## config.mk

```make
export PLATFORM = sky130hd
export DESIGN_NAME = pmtr_regs
export DESIGN_NICKNAME = d
export VERILOG_FILES = /design/src/rtl/pmtr_pkg.sv /design/src/rtl/pmtr_regs.sv /design/src/rtl/pmtr_energy.sv
export SDC_FILE = /design/constraint.sdc
export NUM_CORES = 1
export LEC_CHECK = 0
export BUFFER_PORTS_ARGS = -buffer_cell sky130_fd_sc_hd__buf_2
export CORE_MARGIN = 1.5
export CORE_UTILIZATION = 30
export DETAILED_ROUTE_END_ITERATION = 8
export GPL_TIMING_DRIVEN = 0
export PLACE_DENSITY = 0.49
export SLEW_MARGIN = 5
export SYNTH_ARGS = -nofsm -noshare
export SYNTH_HDL_FRONTEND = slang
export SYNTH_SLANG_ARGS = --single-unit
```

## constraint.sdc

```tcl
create_clock -name clk -period 25 [get_ports clk]
set_input_delay 5 -clock clk [delete_from_list [all_inputs] [get_ports clk]]
set_output_delay 5 -clock clk [all_outputs]
set_load 0.05 [all_outputs]
```

## src/rtl/pmtr_pkg.sv

```systemverilog
// Package with command codes, field layouts and carriers for telemetry
package pmtr_pkg;

  // Command codes of the readout registers
  localparam logic [7:0] CMD_ENERGY_SNAPSHOT = 8'h86;
  localparam logic [7:0] CMD_INPUT_VOLTAGE = 8'h88;
  localparam logic [7:0] CMD_OUTPUT_VOLTAGE = 8'h8B;
  localparam logic [7:0] CMD_OUTPUT_CURRENT = 8'h8C;
  localparam logic [7:0] CMD_TEMPERATURE = 8'h8D;
  localparam logic [7:0] CMD_INPUT_POWER = 8'h97;
  localparam logic [7:0] CMD_BUS_REVISION = 8'h98;
  localparam logic [7:0] CMD_MAKER_IDENTITY = 8'h99;

  // Byte counts of each answer
  localparam logic [2:0] LEN_ENERGY = 3'h6;
  localparam logic [2:0] LEN_WORD = 3'h2;
  localparam logic [2:0] LEN_BYTE = 3'h1;
  localparam logic [2:0] LEN_MAKER = 3'h3;
  localparam logic [2:0] LEN_NONE = 3'h0;

  // Field positions inside the energy snapshot
  localparam int SNAP_COUNT_LSB = 24;
  localparam int SNAP_WRAP_LSB = 16;
  localparam int SNAP_ENERGY_LSB = 0;

  // Reading width and where the truncated energy starts in the accumulator
  localparam int READING_BITS = 12;
  localparam int ENERGY_TRUNC_LSB = 8;

  // Reset values
  localparam logic [47:0] ENERGY_SNAPSHOT_RESET = 48'h0000_0000_0000;
  localparam logic [11:0] READING_RESET = 12'h000;
  localparam logic [15:0] POWER_RESET = 16'h0000;
  localparam logic [23:0] ACCUM_RESET = 24'h00_0000;
  localparam logic [7:0] WRAP_RESET = 8'h00;

  // Revision nibbles: code 0010 stands for revision 1.2
  localparam logic [3:0] PART_ONE_REV_NIBBLE = 4'h2;
  localparam logic [3:0] PART_TWO_REV_NIBBLE = 4'h2;
  localparam logic [7:0] BUS_REVISION_RESET = 8'h22;

  // Averaged readings from the converter sequencer
  typedef struct packed {
    logic vin_upd;
    logic [11:0] vin;
    logic vout_upd;
    logic [11:0] vout;
    logic iout_upd;
    logic [11:0] iout;
    logic temp_upd;
    logic [11:0] temp;
  } pmtr_meas_type;

  // One raw voltage and current sample pair for power
  typedef struct packed {
    logic valid;
    logic [11:0] volt;
    logic [11:0] curr;
  } pmtr_pair_type;

  // Command from the bus protocol engine
  typedef struct packed {
    logic rd;
    logic wr;
    logic [7:0] code;
  } pmtr_cmd_type;

  // Answer to a read command
  typedef struct packed {
    logic valid;
    logic unmapped;
    logic [2:0] len;
    logic [47:0] data;
  } pmtr_resp_type;

endpackage

```

## src/rtl/pmtr_regs.sv

```systemverilog
// Telemetry readout registers answering read commands by command code
`timescale 1ns/100ps
module pmtr_regs #(
  parameter int AVG_LOG = 4, // Power average over 2**AVG_LOG pairs
  // Maker string; the value is arbitrary
  parameter logic [23:0] MAKER_IDENTITY = 24'h58_595A
) (
  input wire logic clk,
  input wire logic rst_b,
  input wire pmtr_pkg::pmtr_meas_type meas,
  input wire pmtr_pkg::pmtr_pair_type pair,
  input wire pmtr_pkg::pmtr_cmd_type cmd,
  output pmtr_pkg::pmtr_resp_type resp,
  output logic write_ignored
);

  // Refuse averaging depths the sum register cannot hold
  generate
    if (AVG_LOG < 0 || AVG_LOG > 8) begin : g_bad_avg
      $error("AVG_LOG must lie in 0..8");
    end
  endgenerate

  localparam int SUM_BITS = 24 + AVG_LOG;
  localparam logic [AVG_LOG:0] AVG_LAST = (AVG_LOG + 1)'((1 << AVG_LOG) - 1);

  // Averaged readings, stored at 12 bits only
  logic [11:0] vin_q;
  logic [11:0] vout_q;
  logic [11:0] iout_q;
  logic [11:0] temp_q;
  logic [15:0] power_q; // Averaged input power
  logic [15:0] power_d;

  // Power averaging state
  logic [SUM_BITS-1:0] psum_q; // Running sum of products
  logic [SUM_BITS-1:0] psum_d;
  logic [AVG_LOG:0] pcnt_q; // Products taken in this window
  logic [AVG_LOG:0] pcnt_d;
  logic [23:0] product; // One voltage times current sample
  logic [SUM_BITS-1:0] psum_next; // Sum including this product
  logic [23:0] pavg; // Window average at full width
  logic window_done;

  // Energy side
  logic [15:0] energy;
  logic [7:0] wrap_tally;
  logic [23:0] sample_tally;

  // Answer registers and their next values
  pmtr_pkg::pmtr_resp_type resp_q;
  pmtr_pkg::pmtr_resp_type resp_d;
  logic wr_ign_q;

  // Widen a 12-bit reading; the top nibble always reads zero
  function automatic logic [47:0] word12(input logic [11:0] v);
    word12 = {36'h0_0000_0000, v};
  endfunction

  // Product per sample pair; averaging comes afterwards
  assign product = pair.volt * pair.curr;
  assign psum_next = psum_q + SUM_BITS'(product);
  assign window_done = pair.valid && (pcnt_q == AVG_LAST);
  assign pavg = psum_next[SUM_BITS-1:AVG_LOG];
  assign psum_d = !pair.valid ? psum_q :
                  window_done ? '0 : psum_next;
  assign pcnt_d = !pair.valid ? pcnt_q :
                  window_done ? '0 : pcnt_q + 1'b1;
  // Readout changes only when a full window closes
  assign power_d = window_done ? pavg[23:8] : power_q;

  // Each product feeds the energy accumulator as one sample
  pmtr_energy u_energy (
    .clk(clk),
    .rst_b(rst_b),
    .add_en(pair.valid),
    .add_val(product[23:8]),
    .energy(energy),
    .wrap_tally(wrap_tally),
    .sample_tally(sample_tally)
  );

  // Readings load from the sequencer strobes only, never from writes
  always_ff @(posedge clk) begin
    if (!rst_b) begin
      vin_q <= pmtr_pkg::READING_RESET;
      vout_q <= pmtr_pkg::READING_RESET;
      iout_q <= pmtr_pkg::READING_RESET;
      temp_q <= pmtr_pkg::READING_RESET;
    end else begin
      if (meas.vin_upd) begin
        vin_q <= meas.vin;
      end
      if (meas.vout_upd) begin
        vout_q <= meas.vout;
      end
      if (meas.iout_upd) begin
        iout_q <= meas.iout;
      end
      if (meas.temp_upd) begin
        temp_q <= meas.temp;
      end
    end
  end

  // Power window state
  always_ff @(posedge clk) begin
    if (!rst_b) begin
      psum_q <= '0;
      pcnt_q <= '0;
      power_q <= pmtr_pkg::POWER_RESET;
    end else begin
      psum_q <= psum_d;
      pcnt_q <= pcnt_d;
      power_q <= power_d;
    end
  end

  // Command decode; writes share the decode but select nothing
  wire hit_energy = cmd.code == pmtr_pkg::CMD_ENERGY_SNAPSHOT;
  wire hit_vin = cmd.code == pmtr_pkg::CMD_INPUT_VOLTAGE;
  wire hit_vout = cmd.code == pmtr_pkg::CMD_OUTPUT_VOLTAGE;
  wire hit_iout = cmd.code == pmtr_pkg::CMD_OUTPUT_CURRENT;
  wire hit_temp = cmd.code == pmtr_pkg::CMD_TEMPERATURE;
  wire hit_power = cmd.code == pmtr_pkg::CMD_INPUT_POWER;
  wire hit_rev = cmd.code == pmtr_pkg::CMD_BUS_REVISION;
  wire hit_maker = cmd.code == pmtr_pkg::CMD_MAKER_IDENTITY;
  // Any of the eight table codes; everything else answers unmapped
  wire hit_any = hit_energy || hit_vin || hit_vout || hit_iout ||
                 hit_temp || hit_power || hit_rev || hit_maker;

  // Three energy fields taken from one set of flops in one cycle
  wire [47:0] snap_word = {sample_tally, wrap_tally, energy};
  wire [47:0] rev_word = {40'h00_0000_0000,
                          pmtr_pkg::PART_ONE_REV_NIBBLE,
                          pmtr_pkg::PART_TWO_REV_NIBBLE};
  wire [47:0] maker_word = {24'h00_0000, MAKER_IDENTITY};

  // Select the answer for a read; anything else answers unmapped
  always_comb begin
    resp_d = '0;
    resp_d.valid = cmd.rd;
    if (!cmd.rd) begin
      resp_d.valid = 1'b0;
    end else if (hit_energy) begin
      resp_d.data = snap_word;
      resp_d.len = pmtr_pkg::LEN_ENERGY;
    end else if (hit_vin) begin
      resp_d.data = word12(vin_q);
      resp_d.len = pmtr_pkg::LEN_WORD;
    end else if (hit_vout) begin
      resp_d.data = word12(vout_q);
      resp_d.len = pmtr_pkg::LEN_WORD;
    end else if (hit_iout) begin
      resp_d.data = word12(iout_q);
      resp_d.len = pmtr_pkg::LEN_WORD;
    end else if (hit_temp) begin
      resp_d.data = word12(temp_q);
      resp_d.len = pmtr_pkg::LEN_WORD;
    end else if (hit_power) begin
      resp_d.data = {32'h0000_0000, power_q};
      resp_d.len = pmtr_pkg::LEN_WORD;
    end else if (hit_rev) begin
      resp_d.data = rev_word;
      resp_d.len = pmtr_pkg::LEN_BYTE;
    end else if (hit_maker) begin
      resp_d.data = maker_word;
      resp_d.len = pmtr_pkg::LEN_MAKER;
    end else begin
      resp_d.unmapped = 1'b1;
      resp_d.len = pmtr_pkg::LEN_NONE;
    end
  end

  // Answer registers; a write only raises the ignored pulse
  always_ff @(posedge clk) begin
    if (!rst_b) begin
      resp_q <= '0;
      wr_ign_q <= 1'b0;
    end else begin
      resp_q <= resp_d;
      wr_ign_q <= cmd.wr;
    end
  end

  assign resp = resp_q;
  assign write_ignored = wr_ign_q;
endmodule

```

## src/rtl/pmtr_energy.sv

```systemverilog
// Energy accumulator with wrap and sample tallies
`timescale 1ns/100ps
module pmtr_energy (
  input wire logic clk,
  input wire logic rst_b,
  input wire logic add_en,
  input wire logic [15:0] add_val,
  output logic [15:0] energy,
  output logic [7:0] wrap_tally,
  output logic [23:0] sample_tally
);

  logic [23:0] accum_q; // Internal full-width accumulator
  logic [23:0] accum_d;
  logic [7:0] wrap_q;
  logic [7:0] wrap_d;
  logic [23:0] count_q;
  logic [23:0] count_d;
  logic [24:0] sum; // One bit wider to see the carry
  logic wraps; // Upper 16 bits pass 0x7FFF

  // Bit 23 set means the returned field went past 0x7FFF
  assign sum = {1'b0, accum_q} + {9'h000, add_val};
  assign wraps = add_en && sum[23];
  // Dropping bit 23 folds the field back to 0x0000 upward
  assign accum_d = add_en ? {1'b0, sum[22:0]} : accum_q;
  assign wrap_d = wraps ? wrap_q + 8'h01 : wrap_q;
  assign count_d = add_en ? count_q + 24'h00_0001 : count_q;

  // All three move on the same edge, so any read is consistent
  always_ff @(posedge clk) begin
    if (!rst_b) begin
      accum_q <= pmtr_pkg::ACCUM_RESET;
      wrap_q <= pmtr_pkg::WRAP_RESET;
      count_q <= pmtr_pkg::ACCUM_RESET;
    end else begin
      accum_q <= accum_d;
      wrap_q <= wrap_d;
      count_q <= count_d;
    end
  end

  // Only the upper 16 bits leave the block
  assign energy = accum_q[23:pmtr_pkg::ENERGY_TRUNC_LSB];
  assign wrap_tally = wrap_q;
  assign sample_tally = count_q;
endmodule

```

# After elaboration in Yosys (flattened, before gate mapping)
# Index checks and enable logic that the tools add are counted.
[classes]
eq_ne = 9
reduce_logical = 6
n_mul = 1
add_sub_neg = 5
n_bitwise = 3
n_mux = 13
[op_table]
columns = ["op", "count"]
rows = [
  ["$mux W50", 6],
  ["$eq A8 B8 Y1 const B", 8],
  ["$mux W51", 1],
  ["$add A28 B24 Y28", 1],
  ["$mux W28", 1],
  ["$add A23 B16 Y24", 1],
  ["$add A24 B1 Y24 const B", 1],
  ["$mul A12 B12 Y24", 1],
  ["$mux W23", 1],
  ["$reduce_or A9 Y1", 1],
  ["$add A8 B1 Y8 const B", 1],
  ["$reduce_or A8 Y1", 1],
  ["$reduce_or A6 Y1", 1],
  ["$add A5 B1 Y5 const B", 1],
  ["$eq A5 B4 Y1 const B", 1],
  ["$mux W5", 1],
  ["$not A1 Y1", 3],
  ["$logic_and A1 B1 Y1", 2],
  ["$mux W1", 2],
  ["$mux W2", 1],
  ["$reduce_and A2 Y1", 1],
]
[word_totals]
ff_bits = 206
output_inout_bits = 54

# Depth between registers and ports, before layout
# Gate-level depths: netlist (run 1).
[depth]
ltp_word = 9
mapped_depth = 31
depth_no_buf = 29

# Hierarchy
# From an unflattened synthesis (run 1), not the netlist that was laid out.
[hier_totals]
hier_cells = 1735
area_unflattened_um2 = 15293.4
[modules_own_cells]
columns = ["module", "n_inst", "seq_area_each_um2", "area_per_inst_um2", "cells_each"]
rows = [
  ["pmtr_regs", 1, 3022.9, 11843.9, 1324],
  ["pmtr_energy", 1, 1101.1, 3449.6, 411],
]

# Worst setup path after synthesis (run 1)
# Ideal clock, no wire load.
[synth_path]
path_type = "input to register"
from = "input pair[14] in the netlist's numbering"
to = "register psum_q[25]"
setup_ps = 74
arrival_ps = 11512
stages = 28
path_slack_ps = 13414
cell_sequence = "clkbuf_1 and2_1 fa_1 fa_1 fa_1 fa_1 inv_1 fa_1 inv_1 ha_1 a21o_1 a311oi_1 o21ai_1 a41o_1 nand3_1 a21boi_1 nor2_1 xnor2_1 ha_1 clkbuf_1 a21oi_1 o21ai_1 a21o_1 a211o_1 o211ai_2 o41ai_4 or3b_1 a31oi_1"
[synth_between]
elab_chain_len = 3
[synth_rtl]
columns = ["element", "line", "text"]
rows = [
  ["start: declaration", "pmtr_regs.sv:11", "input wire pmtr_pkg::pmtr_pair_type pair,"],
  ["$mul A12 B12 Y24", "pmtr_regs.sv:61", "assign product = pair.volt * pair.curr;"],
  ["$add A28 B24 Y28", "pmtr_regs.sv:62", "assign psum_next = psum_q + SUM_BITS'(product);"],
  ["$mux W28", "pmtr_regs.sv:66", "window_done ? '0 : psum_next;"],
  ["end signal: assignment", "pmtr_regs.sv:113", "psum_q <= psum_d;"],
  ["end: declaration", "pmtr_regs.sv:36", "logic [SUM_BITS-1:0] psum_q;"],
]
# Every way passes these cells.
# A chain may end at the register's enable or synchronous reset.

# Worst setup path in the final report (run 1)
[layout_path]
from = "input pair[19] in the netlist's numbering"
to = "register u_energy.wrap_q[7], in the netlist u_energy.wrap_tally[7]"
[layout_between]
elab_chain_len = 3
[layout_rtl]
columns = ["element", "line", "text"]
rows = [
  ["$mul A12 B12 Y24", "pmtr_regs.sv:61", ""],
  ["$add A23 B16 Y24", "pmtr_energy.sv:23", "assign sum = {1'b0, accum_q} + {9'h000, add_val};"],
  ["$logic_and A1 B1 Y1", "pmtr_energy.sv:24", "assign wraps = add_en && sum[23];"],
  ["end signal: assignment", "pmtr_energy.sv:34", "wrap_q <= pmtr_pkg::WRAP_RESET;"],
  ["end signal: assignment", "pmtr_energy.sv:38", "wrap_q <= wrap_d;"],
  ["end: declaration", "pmtr_energy.sv:15", "logic [7:0] wrap_q;"],
]
# Every way passes these cells.

==> results.json, run 1 <==
{
  "status": "finished clean",
  "worst_pin_slew_ns": 1.10,
  "ir_worst_vdd_mv": 0.104,
  "yosys.cell_types.count": 69,
  "regArea_um2": 4120,
  "cp_data_arrival_time_ns": 12.83,
  "netlist_area_um2": 14400,
  "io_pins": 143,
  "die_h_um": 222,
  "max-cap-violations": 0,
  "antenna_found_initial": 0,
  "avgSynthCellArea_um2": 8.73,
  "synthMostInstantiatedCell": "dfxtp_1",
  "seqPwrFrac_pct": 14.6,
  "total_power_uw": 2590,
  "ctsResizeCount": 0,
  "grt_max_degree": 14,
  "fin_nets": 2113,
  "synth_edf_count": 0,
  "path_clk_slew_ns": 0.06,
  "hold_path_class": "reg2reg",
  "grt_pass1_wl_um": 63900,
  "critPathTopFamily": "adder cells",
  "criticalPathCategory": "in2reg",
  "grt_pass1_vias": 11700,
  "pwr_density_cell_nw_per_um2": 155,
  "drt_first_pass_iters": 5,
  "area_delta_synth_final_pct": 16.1,
  "core.rowCount": 80,
  "grt.total_usage_pct": 16.1,
  "post-route-drc-count": 0,
  "max_stage_delay_ns": 0.55,
  "rsz0062_at_grt": "false",
  "yosys.area.top_type_share_pct": 28.6,
  "cts_buffer_depth": 3,
  "final_max_slew_viol_count": 0,
  "relSlewSlack_pct": 25.9,
  "clock_skew_ns": 0.0209,
  "switchingPower_uw": 1270,
  "critPathCaptureType": "register",
  "cts_tree": "built",
  "routedWlPerCell_um": 16.3,
  "ant_nets": 0,
  "routed_via_density": 4.79,
  "syn_inst": 1651,
  "multi_input_area_um2": 9440,
  "synth.area.top_cells": "dfxtp_1 29%, fa_1 14%, ha_1 9.1%",
  "p_clk_share_pct": 14.5,
  "cts.sinks": 206,
  "drive_gt1_share_pct": 11.2,
  "p_int_uw": 1320,
  "path_buf_inv": 5,
  "fin_setup_tns_ns": 0,
  "ctsHoldBuffers": 0,
  "dr_total_vias": 11700,
  "ys.warnings.count": 0,
  "post-route-period-util_pct": 49.8,
  "cpMaxStageDelayCell": "xnor2_1",
  "syn-num-nets": 1947,
  "fin_util_pct": 35.2,
  "crit_top_cell": "fa_1",
  "yosys-top-cells-count": "206 x dfxtp_1, 168 x nand2_1, 152 x inv_1",
  "yosys.area.top_type": "dfxtp_1",
  "critPathMaxFanout": 10,
  "root_buffer": "clkbuf_16",
  "synth_seq_cells": 206,
  "crit_required_ns": 25.39,
  "clk_latency_ns": 0.53,
  "synthArstFlopShare_pct": 0,
  "synthFlopType": "dfxtp_1",
  "yosysSeqAreaShare_pct": 28.6,
  "h-tree-depth": 1,
  "design.die.area_um2": 49400,
  "p_sw_share_pct": 49.0,
  "report.final.setup_viol": 0,
  "fillers": 4989,
  "place.gp.congestion": 0.871,
  "timing.final.crit_period_ns": 12.45,
  "grt_overflow_total": 0,
  "die_x_um": 222,
  "leakage_uw": 0.00782,
  "drt_iter0_markers": 496,
  "fmax_ghz": 0.0804,
  "core-area_um2": 47500,
  "place.port_buffers": 140,
  "diodes": 0,
  "hold_violations": 0,
  "routed_wirelength_um": 40000,
  "comb_power_share_pct": 70.9,
  "cts_setup_buffers": 0,
  "start_util_pct": 30.3,
  "cts-buffers-inserted": 24,
  "dp_hpwl_um": 32300,
  "cp-start-kind": "primary input"
}
-- cells in the final DEF, fill, tap and decap left out, drive strengths merged, types with 18 or more instances in the layout --
master,n
inv,154
o21ai,59
xnor2,42
dfxtp,206
ha,105
buf,153
and3,43
and2,63
a21oi,105
nor2,151
a22o,18
nand4,19
nand2,170
clkbuf,91
xor2,40
nand2b,20
fa,102
nand3,42
a21o,25
mux2i,70
-- worst min-delay path, delay by kind of cell, from the launching register on --
family	cells	cell delay [ns]
flops	1	0.31
simple gates	2	0.09
-- routing by layer --
layer / GRT usage, % / wire length, µm
met5: 0 / 0
met4: 4.33 / 908
met3: 1.98 / 1660
met2: 27.0 / 18400
met1: 21.7 / 19000
-- final timing paths --
check | depth (start not counted) | from | to | slack, ns
setup / recovery | 29 | pair[19] | u_energy.wrap_tally[7] | 12.55
hold / removal | 2 | psum_q[12] | psum_q[12] | 0.44
setup reg to reg | 9 | u_energy.accum_q[2] | u_energy.wrap_tally[7] | 22.10
hold reg to reg | 2 | psum_q[12] | psum_q[12] | 0.44
-- cells by family after synthesis --
kind of cell	count (synthesis)	share of synthesized area [%]
adder cells (fa/ha/maj)	207	23.3
AO/OA/AOI/OAI	297	13.6
XOR/XNOR	82	4.98
flip-flops	206	28.6
multiplexers	70	4.86
AND/OR/NAND/NOR	563	18.8
buffers and inverters	226	5.93
-- power groups by stage --
stage / clock [µW] / sequential [µW] / combinational (µW)
floorplan: 0 / 380 / 1430
global placement: 0 / 385 / 1820
detailed placement: 0 / 385 / 1830
CTS: 385 / 378 / 1850
global route: 398 / 381 / 2080
finish: 375 / 378 / 1840
-- through the flow --
step,cells,setup slack [ns],cell area [µm²],hold WS [ns]
2_1_floorplan,1651,13.41,14400,0.422
3_3_place_gp,2406,12.04,15900,0.434
3_5_place_dp,2406,11.99,15900,0.441
4_1_cts,2449,12.52,16700,0.448
5_1_grt,2449,12.09,16700,0.486
6_report,2449,12.55,16700,0.442
-- sequential cells by signal, summed over array words and instances, names as in the netlist --
name,cells
psum_q,28
pcnt_q,5
temp_q,12
u_energy.wrap_tally,8
resp,53
vin_q,12
power_q,16
u_energy.sample_tally,24
vout_q,12
iout_q,12
write_ignored,1
u_energy.accum_q,23
-- area by class of cell --
class | count | area share (%)
clock inverters | 11 | 1.00
well taps | 615 | 4.60
clock buffers | 32 | 4.07
repair buffers | 140 | 4.19
plain buffers | 72 | 1.65
multi-input cells | 1219 | 56.4
flip-flops and latches | 206 | 24.6
inverters | 154 | 3.45
Note: power is estimated with default switching activity, not from simulation.
==> run 2, diff against run 1 <==
--- a/config.mk
+++ b/config.mk
@@ -10,7 +10,7 @@
 export CORE_UTILIZATION = 30
 export DETAILED_ROUTE_END_ITERATION = 8
 export GPL_TIMING_DRIVEN = 0
-export PLACE_DENSITY = 0.49
+export PLACE_DENSITY = 0.51
 export SLEW_MARGIN = 5
 export SYNTH_ARGS = -nofsm -noshare
 export SYNTH_HDL_FRONTEND = slang
==> constraint.sdc (replaced) <==
create_clock -name clk -period 10.75 [get_ports clk]
set_input_delay 2.15 -clock clk [delete_from_list [all_inputs] [get_ports clk]]
set_output_delay 2.15 -clock clk [all_outputs]
set_load 0.05 [all_outputs]
==> run 2 against run 1 <==
Global-route usage is 0.14 points lower. Count of clock-buffer cells in the layout is 2 lower. Cell area is 0.76% lower. Core utilization is 0.27 points lower. Largest power group unchanged. Clock skew is 0.012 ns lower. Critical path depth is 1 lower. Setup slack worse by 11 ns. Critical path type unchanged. Power is 130% higher. Sequential share of layout area is 0.19 points higher.
==> results.json, run 2 (synthesis results as in run 1) <==
{
  "status": "finished clean",
  "relSlewSlack_pct": 26.8,
  "fin_setup_tns_ns": 0,
  "post-route-drc-count": 0,
  "crit_top_cell": "fa_1",
  "cts_tree": "built",
  "grt_max_degree": 14,
  "cts-buffers-inserted": 23,
  "rsz0062_at_grt": "false",
  "ctsResizeCount": 0,
  "ctsHoldBuffers": 0,
  "ant_nets": 0,
  "ir_worst_vdd_mv": 0.272,
  "grt_pass1_vias": 11900,
  "place.gp.congestion": 0.888,
  "routed_via_density": 4.84,
  "worst_pin_slew_ns": 1.09,
  "routed_wirelength_um": 39800,
  "post-place-cells": 2406,
  "root_buffer": "clkbuf_16",
  "max_stage_delay_ns": 0.58,
  "hold_path_class": "reg2reg",
  "grt_pass1_wl_um": 63600,
  "start_util_pct": 30.3,
  "dp_hpwl_um": 32200,
  "cts_setup_buffers": 0,
  "routedWlPerCell_um": 16.3,
  "place.port_buffers": 140,
  "final_cells": 2447,
  "fin_util_pct": 34.9,
  "cts.sinks": 206,
  "hold_violations": 0,
  "comb_power_share_pct": 72.5,
  "die_x_um": 222,
  "rrSetupSlack_ns": 7.88,
  "final_common_cell": "dfxtp_1",
  "clock_skew_ns": 0.00874,
  "p_sw_share_pct": 50.2,
  "critPathMaxFanout": 10,
  "antenna_found_initial": 0,
  "io_pins": 143,
  "clk_latency_ns": 0.51,
  "critPathTopFamily": "adder cells",
  "critPathCaptureType": "register",
  "grt_overflow_total": 0,
  "cpMaxStageDelayCell": "xnor2_1",
  "seqPwrFrac_pct": 14.8,
  "cp-start-kind": "primary input",
  "final_area_um2": 16600,
  "path_clk_slew_ns": 0.06,
  "cts_buffer_depth": 3,
  "max-cap-violations": 0,
  "largest_reg_flops": 53,
  "post-route-period-util_pct": 89.3,
  "crit_required_ns": 11.13,
  "drive_gt1_share_pct": 11.2,
  "drt_iter0_markers": 473,
  "final_cell_mix": "206 x dfxtp_1, 168 x nand2_1, 152 x inv_1",
  "switchingPower_uw": 2980,
  "area_delta_synth_final_pct": 15.2,
  "placed_cell_area_um2": 15900,
  "path_buf_inv": 4,
  "p_int_uw": 2960,
  "dr_total_vias": 11900,
  "grt.total_usage_pct": 15.9,
  "fmax_ghz": 0.104,
  "h-tree-depth": 1,
  "die_h_um": 222,
  "core.rowCount": 80,
  "p_clk_share_pct": 12.7,
  "timing.final.crit_period_ns": 9.60,
  "diodes": 0,
  "cp_data_arrival_time_ns": 9.98,
  "pwr_density_cell_nw_per_um2": 358,
  "fillers": 4890,
  "design.die.area_um2": 49400,
  "core-area_um2": 47500,
  "criticalPathCategory": "in2reg",
  "drt_first_pass_iters": 5,
  "report.final.setup_viol": 0,
  "final_max_slew_viol_count": 0,
  "fin_nets": 2112,
  "leakage_uw": 0.00777
}
## run 2: final cells by class
type                    instances  area (µm²)  area share [%]
plain buffers                  72         277            1.66
multi-input cells            1219        9440            56.8
well taps                     615         769            4.63
clock inverters                11        71.3           0.429
repair buffers                140         701            4.22
flip-flops and latches        206        4120            24.8
inverters                     154         578            3.48
clock buffers                  30         652            3.92
## run 2: worst paths after layout
| check | start | endpoint | cells past startpoint |
|---|---|---|---|
| max reg2reg | psum_q[0] | power_q[0] | 10 |
| min | psum_q[12] | psum_q[12] | 2 |
| max | pair[14] | u_energy.wrap_tally[6] | 28 |
| min reg2reg | psum_q[12] | psum_q[12] | 2 |
## run 2: worst min-delay path: stages (launching register included)
cell and delay, ns:
dfxtp_1 0.32, nand2_1 0.06, nand2_1 0.04
## run 2: metal layers
| metal | up-vias | part of all wire, % | GRT usage, % |
|---|---|---|---|
| met4 | 0 | 2.4 | 4.60 |
| met2 | 254 | 46 | 26.8 |
| met5 | - | 0 | 0 |
| met1 | 5633 | 48 | 21.4 |
| met3 | 53 | 3.9 | 1.94 |
| li1 | 5915 | - | - |
## run 2: power groups by stage
stage | logic (µW) | registers [µW] | clock network [µW]
floorplan | 3320 | 883 | 0
global placement | 4220 | 894 | 0
detailed placement | 4290 | 895 | 0
CTS | 4320 | 879 | 784
global route | 4830 | 886 | 814
finish | 4310 | 879 | 758
## run 2: metrics by stage
stage | worst slack [ns] | power (µW) | hold WS [ns]
after floorplan | 2.01 | 4200 | 0.422
after global placement | 0.632 | 5120 | 0.436
after detailed placement | 0.562 | 5180 | 0.447
after CTS | 1.09 | 5980 | 0.459
after global routing | 0.677 | 6530 | 0.484
final | 1.15 | 5950 | 0.460
==> run 3, diff against run 2 <==
--- a/config.mk
+++ b/config.mk
@@ -10,7 +10,8 @@
 export CORE_UTILIZATION = 30
 export DETAILED_ROUTE_END_ITERATION = 8
 export GPL_TIMING_DRIVEN = 0
-export PLACE_DENSITY = 0.51
+export PLACE_DENSITY_LB_ADDON = 0.1
+export REMOVE_ABC_BUFFERS = 1
 export SLEW_MARGIN = 5
 export SYNTH_ARGS = -nofsm -noshare
 export SYNTH_HDL_FRONTEND = slang
==> run 3 against run 2 <==
Highest routed layer unchanged. Via count fell by 4.7%. Largest power group unchanged. Critical path type unchanged. Wire length fell by 5.9%. Non-clock buffer count fell by 66. Critical endpoint is now u_energy.accum_q[17].
==> results.json, run 3 (synthesis results as in run 1) <==
{
  "status": "finished clean",
  "root_buffer": "clkbuf_16",
  "crit_required_ns": 11.14,
  "hold_violations": 0,
  "final_max_slew_viol_count": 0,
  "cts_setup_buffers": 0,
  "routed_via_density": 4.75,
  "routedWlPerCell_um": 15.7,
  "cts_buffer_depth": 3,
  "grt_max_degree": 94,
  "r2r_end": "u_energy.wrap_tally[7]",
  "clock_skew_ns": 0.00927,
  "cts_tree": "built",
  "drt_iter0_markers": 480,
  "antenna_found_initial": 0,
  "holdCritStartpoint": "power_q[13]",
  "total_power_uw": 5950,
  "area_delta_synth_final_pct": 14.0,
  "hold_depth": 2,
  "hold_path_end": "power_q[13]",
  "grt_pass1_vias": 11300,
  "largest_reg_flops": 53,
  "io_pins": 143,
  "criticalPathCategory": "in2reg",
  "ctsHoldBuffers": 0,
  "fin_nets": 2046,
  "timing.final.crit_period_ns": 9.26,
  "regArea_um2": 4120,
  "fillers": 5050,
  "grt_overflow_total": 0,
  "ctsResizeCount": 0,
  "reg2reg_depth": 9,
  "relSlewSlack_pct": 13.5,
  "critPathCaptureType": "register",
  "drt_first_pass_iters": 5,
  "pwr_density_cell_nw_per_um2": 362,
  "fmax_ghz": 0.108,
  "core.rowCount": 80,
  "final_cell_mix": "206 x dfxtp_1, 168 x nand2_1, 152 x inv_1",
  "ir_worst_vdd_mv": 0.200,
  "setup_slack_ns": 1.49,
  "fin_setup_tns_ns": 0,
  "design.die.area_um2": 49400,
  "final_area_um2": 16400,
  "grt_pass1_wl_um": 60700,
  "place.gp.congestion": 0.786,
  "hold_path_class": "reg2reg",
  "start_util_pct": 30.3,
  "report.final.setup_viol": 0,
  "post-route-drc-count": 0,
  "dr_total_vias": 11300,
  "grt.total_usage_pct": 15.1,
  "max-cap-violations": 0,
  "r2r-start": "u_energy.accum_q[2]",
  "place_ws_ns": 0.907,
  "cts.sinks": 206,
  "cts-buffers-inserted": 23,
  "drive_gt1_share_pct": 11.5,
  "diodes": 0,
  "critPathMaxFanout": 12,
  "core-area_um2": 47500,
  "routed_wirelength_um": 37500,
  "rrSetupSlack_ns": 7.81,
  "place.port_buffers": 142,
  "multi_input_area_um2": 9450,
  "die_h_um": 222,
  "ant_nets": 0,
  "fin_util_pct": 34.6,
  "dp_hpwl_um": 29100,
  "path_clk_slew_ns": 0.06,
  "final_common_cell": "dfxtp_1",
  "placed_cell_area_um2": 15700,
  "cp_data_arrival_time_ns": 9.65,
  "clk_latency_ns": 0.51,
  "worst_pin_slew_ns": 1.30,
  "rsz0062_at_grt": "false",
  "post-route-period-util_pct": 86.2,
  "cp-start-kind": "primary input",
  "h-tree-depth": 1,
  "leakage_uw": 0.00772,
  "die_x_um": 222
}
## run 3: layout make-up
class,count,share of cell area [%]
inverter,154,3.55
multi-input combinational,1219,57.5
sequential,206,25.1
clock inverter,8,0.441
tap,615,4.68
clock buffer,31,3.99
timing repair buffer,146,4.79
## run 3: worst max-delay path, cell delays in order
cell	delay [ns]
buf_2	0.20
and2_1	0.21
fa_1	0.50
fa_1	0.52
fa_1	0.52
fa_1	0.54
inv_1	0.05
fa_1	0.52
inv_1	0.04
ha_1	0.37
a21o_1	0.21
a311oi_1	0.43
o21ai_1	0.18
nand3_1	0.11
o41a_1	0.17
nand2_1	0.10
a311o_1	0.34
xnor2_1	0.48
ha_1	0.41
a21o_1	0.21
a211o_1	0.27
a21oi_1	0.10
o21ai_0	0.34
and2_1	0.31
nand3_1	0.10
xor2_1	0.17
nor2_1	0.05
## run 3: report_power, final
part           switching [µW]  total, µW  internal (µW)
Combinational            2610       4310           1700
Clock                     316        765            449
Sequential               42.2        878            836
## run 3: routing by layer
| layer | part of all wire (%) | vias up | global-route usage (%) |
|---|---|---|---|
| met5 | 0 | - | 0 |
| met4 | 1.6 | 0 | 3.62 |
| met3 | 3.3 | 35 | 1.73 |
| met2 | 46 | 171 | 25.2 |
| met1 | 49 | 5329 | 20.7 |
| li1 | - | 5763 | - |
## run 3: per-stage QoR
stage | instances | hold slack, ns
after floorplan | 1579 | 0.422
after global placement | 2336 | 0.447
after detailed placement | 2340 | 0.448
after CTS | 2379 | 0.459
after global routing | 2379 | 0.487
final | 2379 | 0.461
## run 3: how the worst max path moves through the flow
stage	start	to	slack, ns	cells after the start
2_1_floorplan	pair[15]	psum_q[25]	2.29	26
3_3_place_gp	pair[15]	u_energy.accum_q[17]	0.86	27
3_5_place_dp	pair[14]	u_energy.accum_q[17]	0.91	27
4_1_cts	pair[14]	u_energy.accum_q[17]	1.45	27
5_1_grt	pair[14]	u_energy.wrap_tally[7]	1.10	27
6_report	pair[15]	u_energy.accum_q[17]	1.49	27
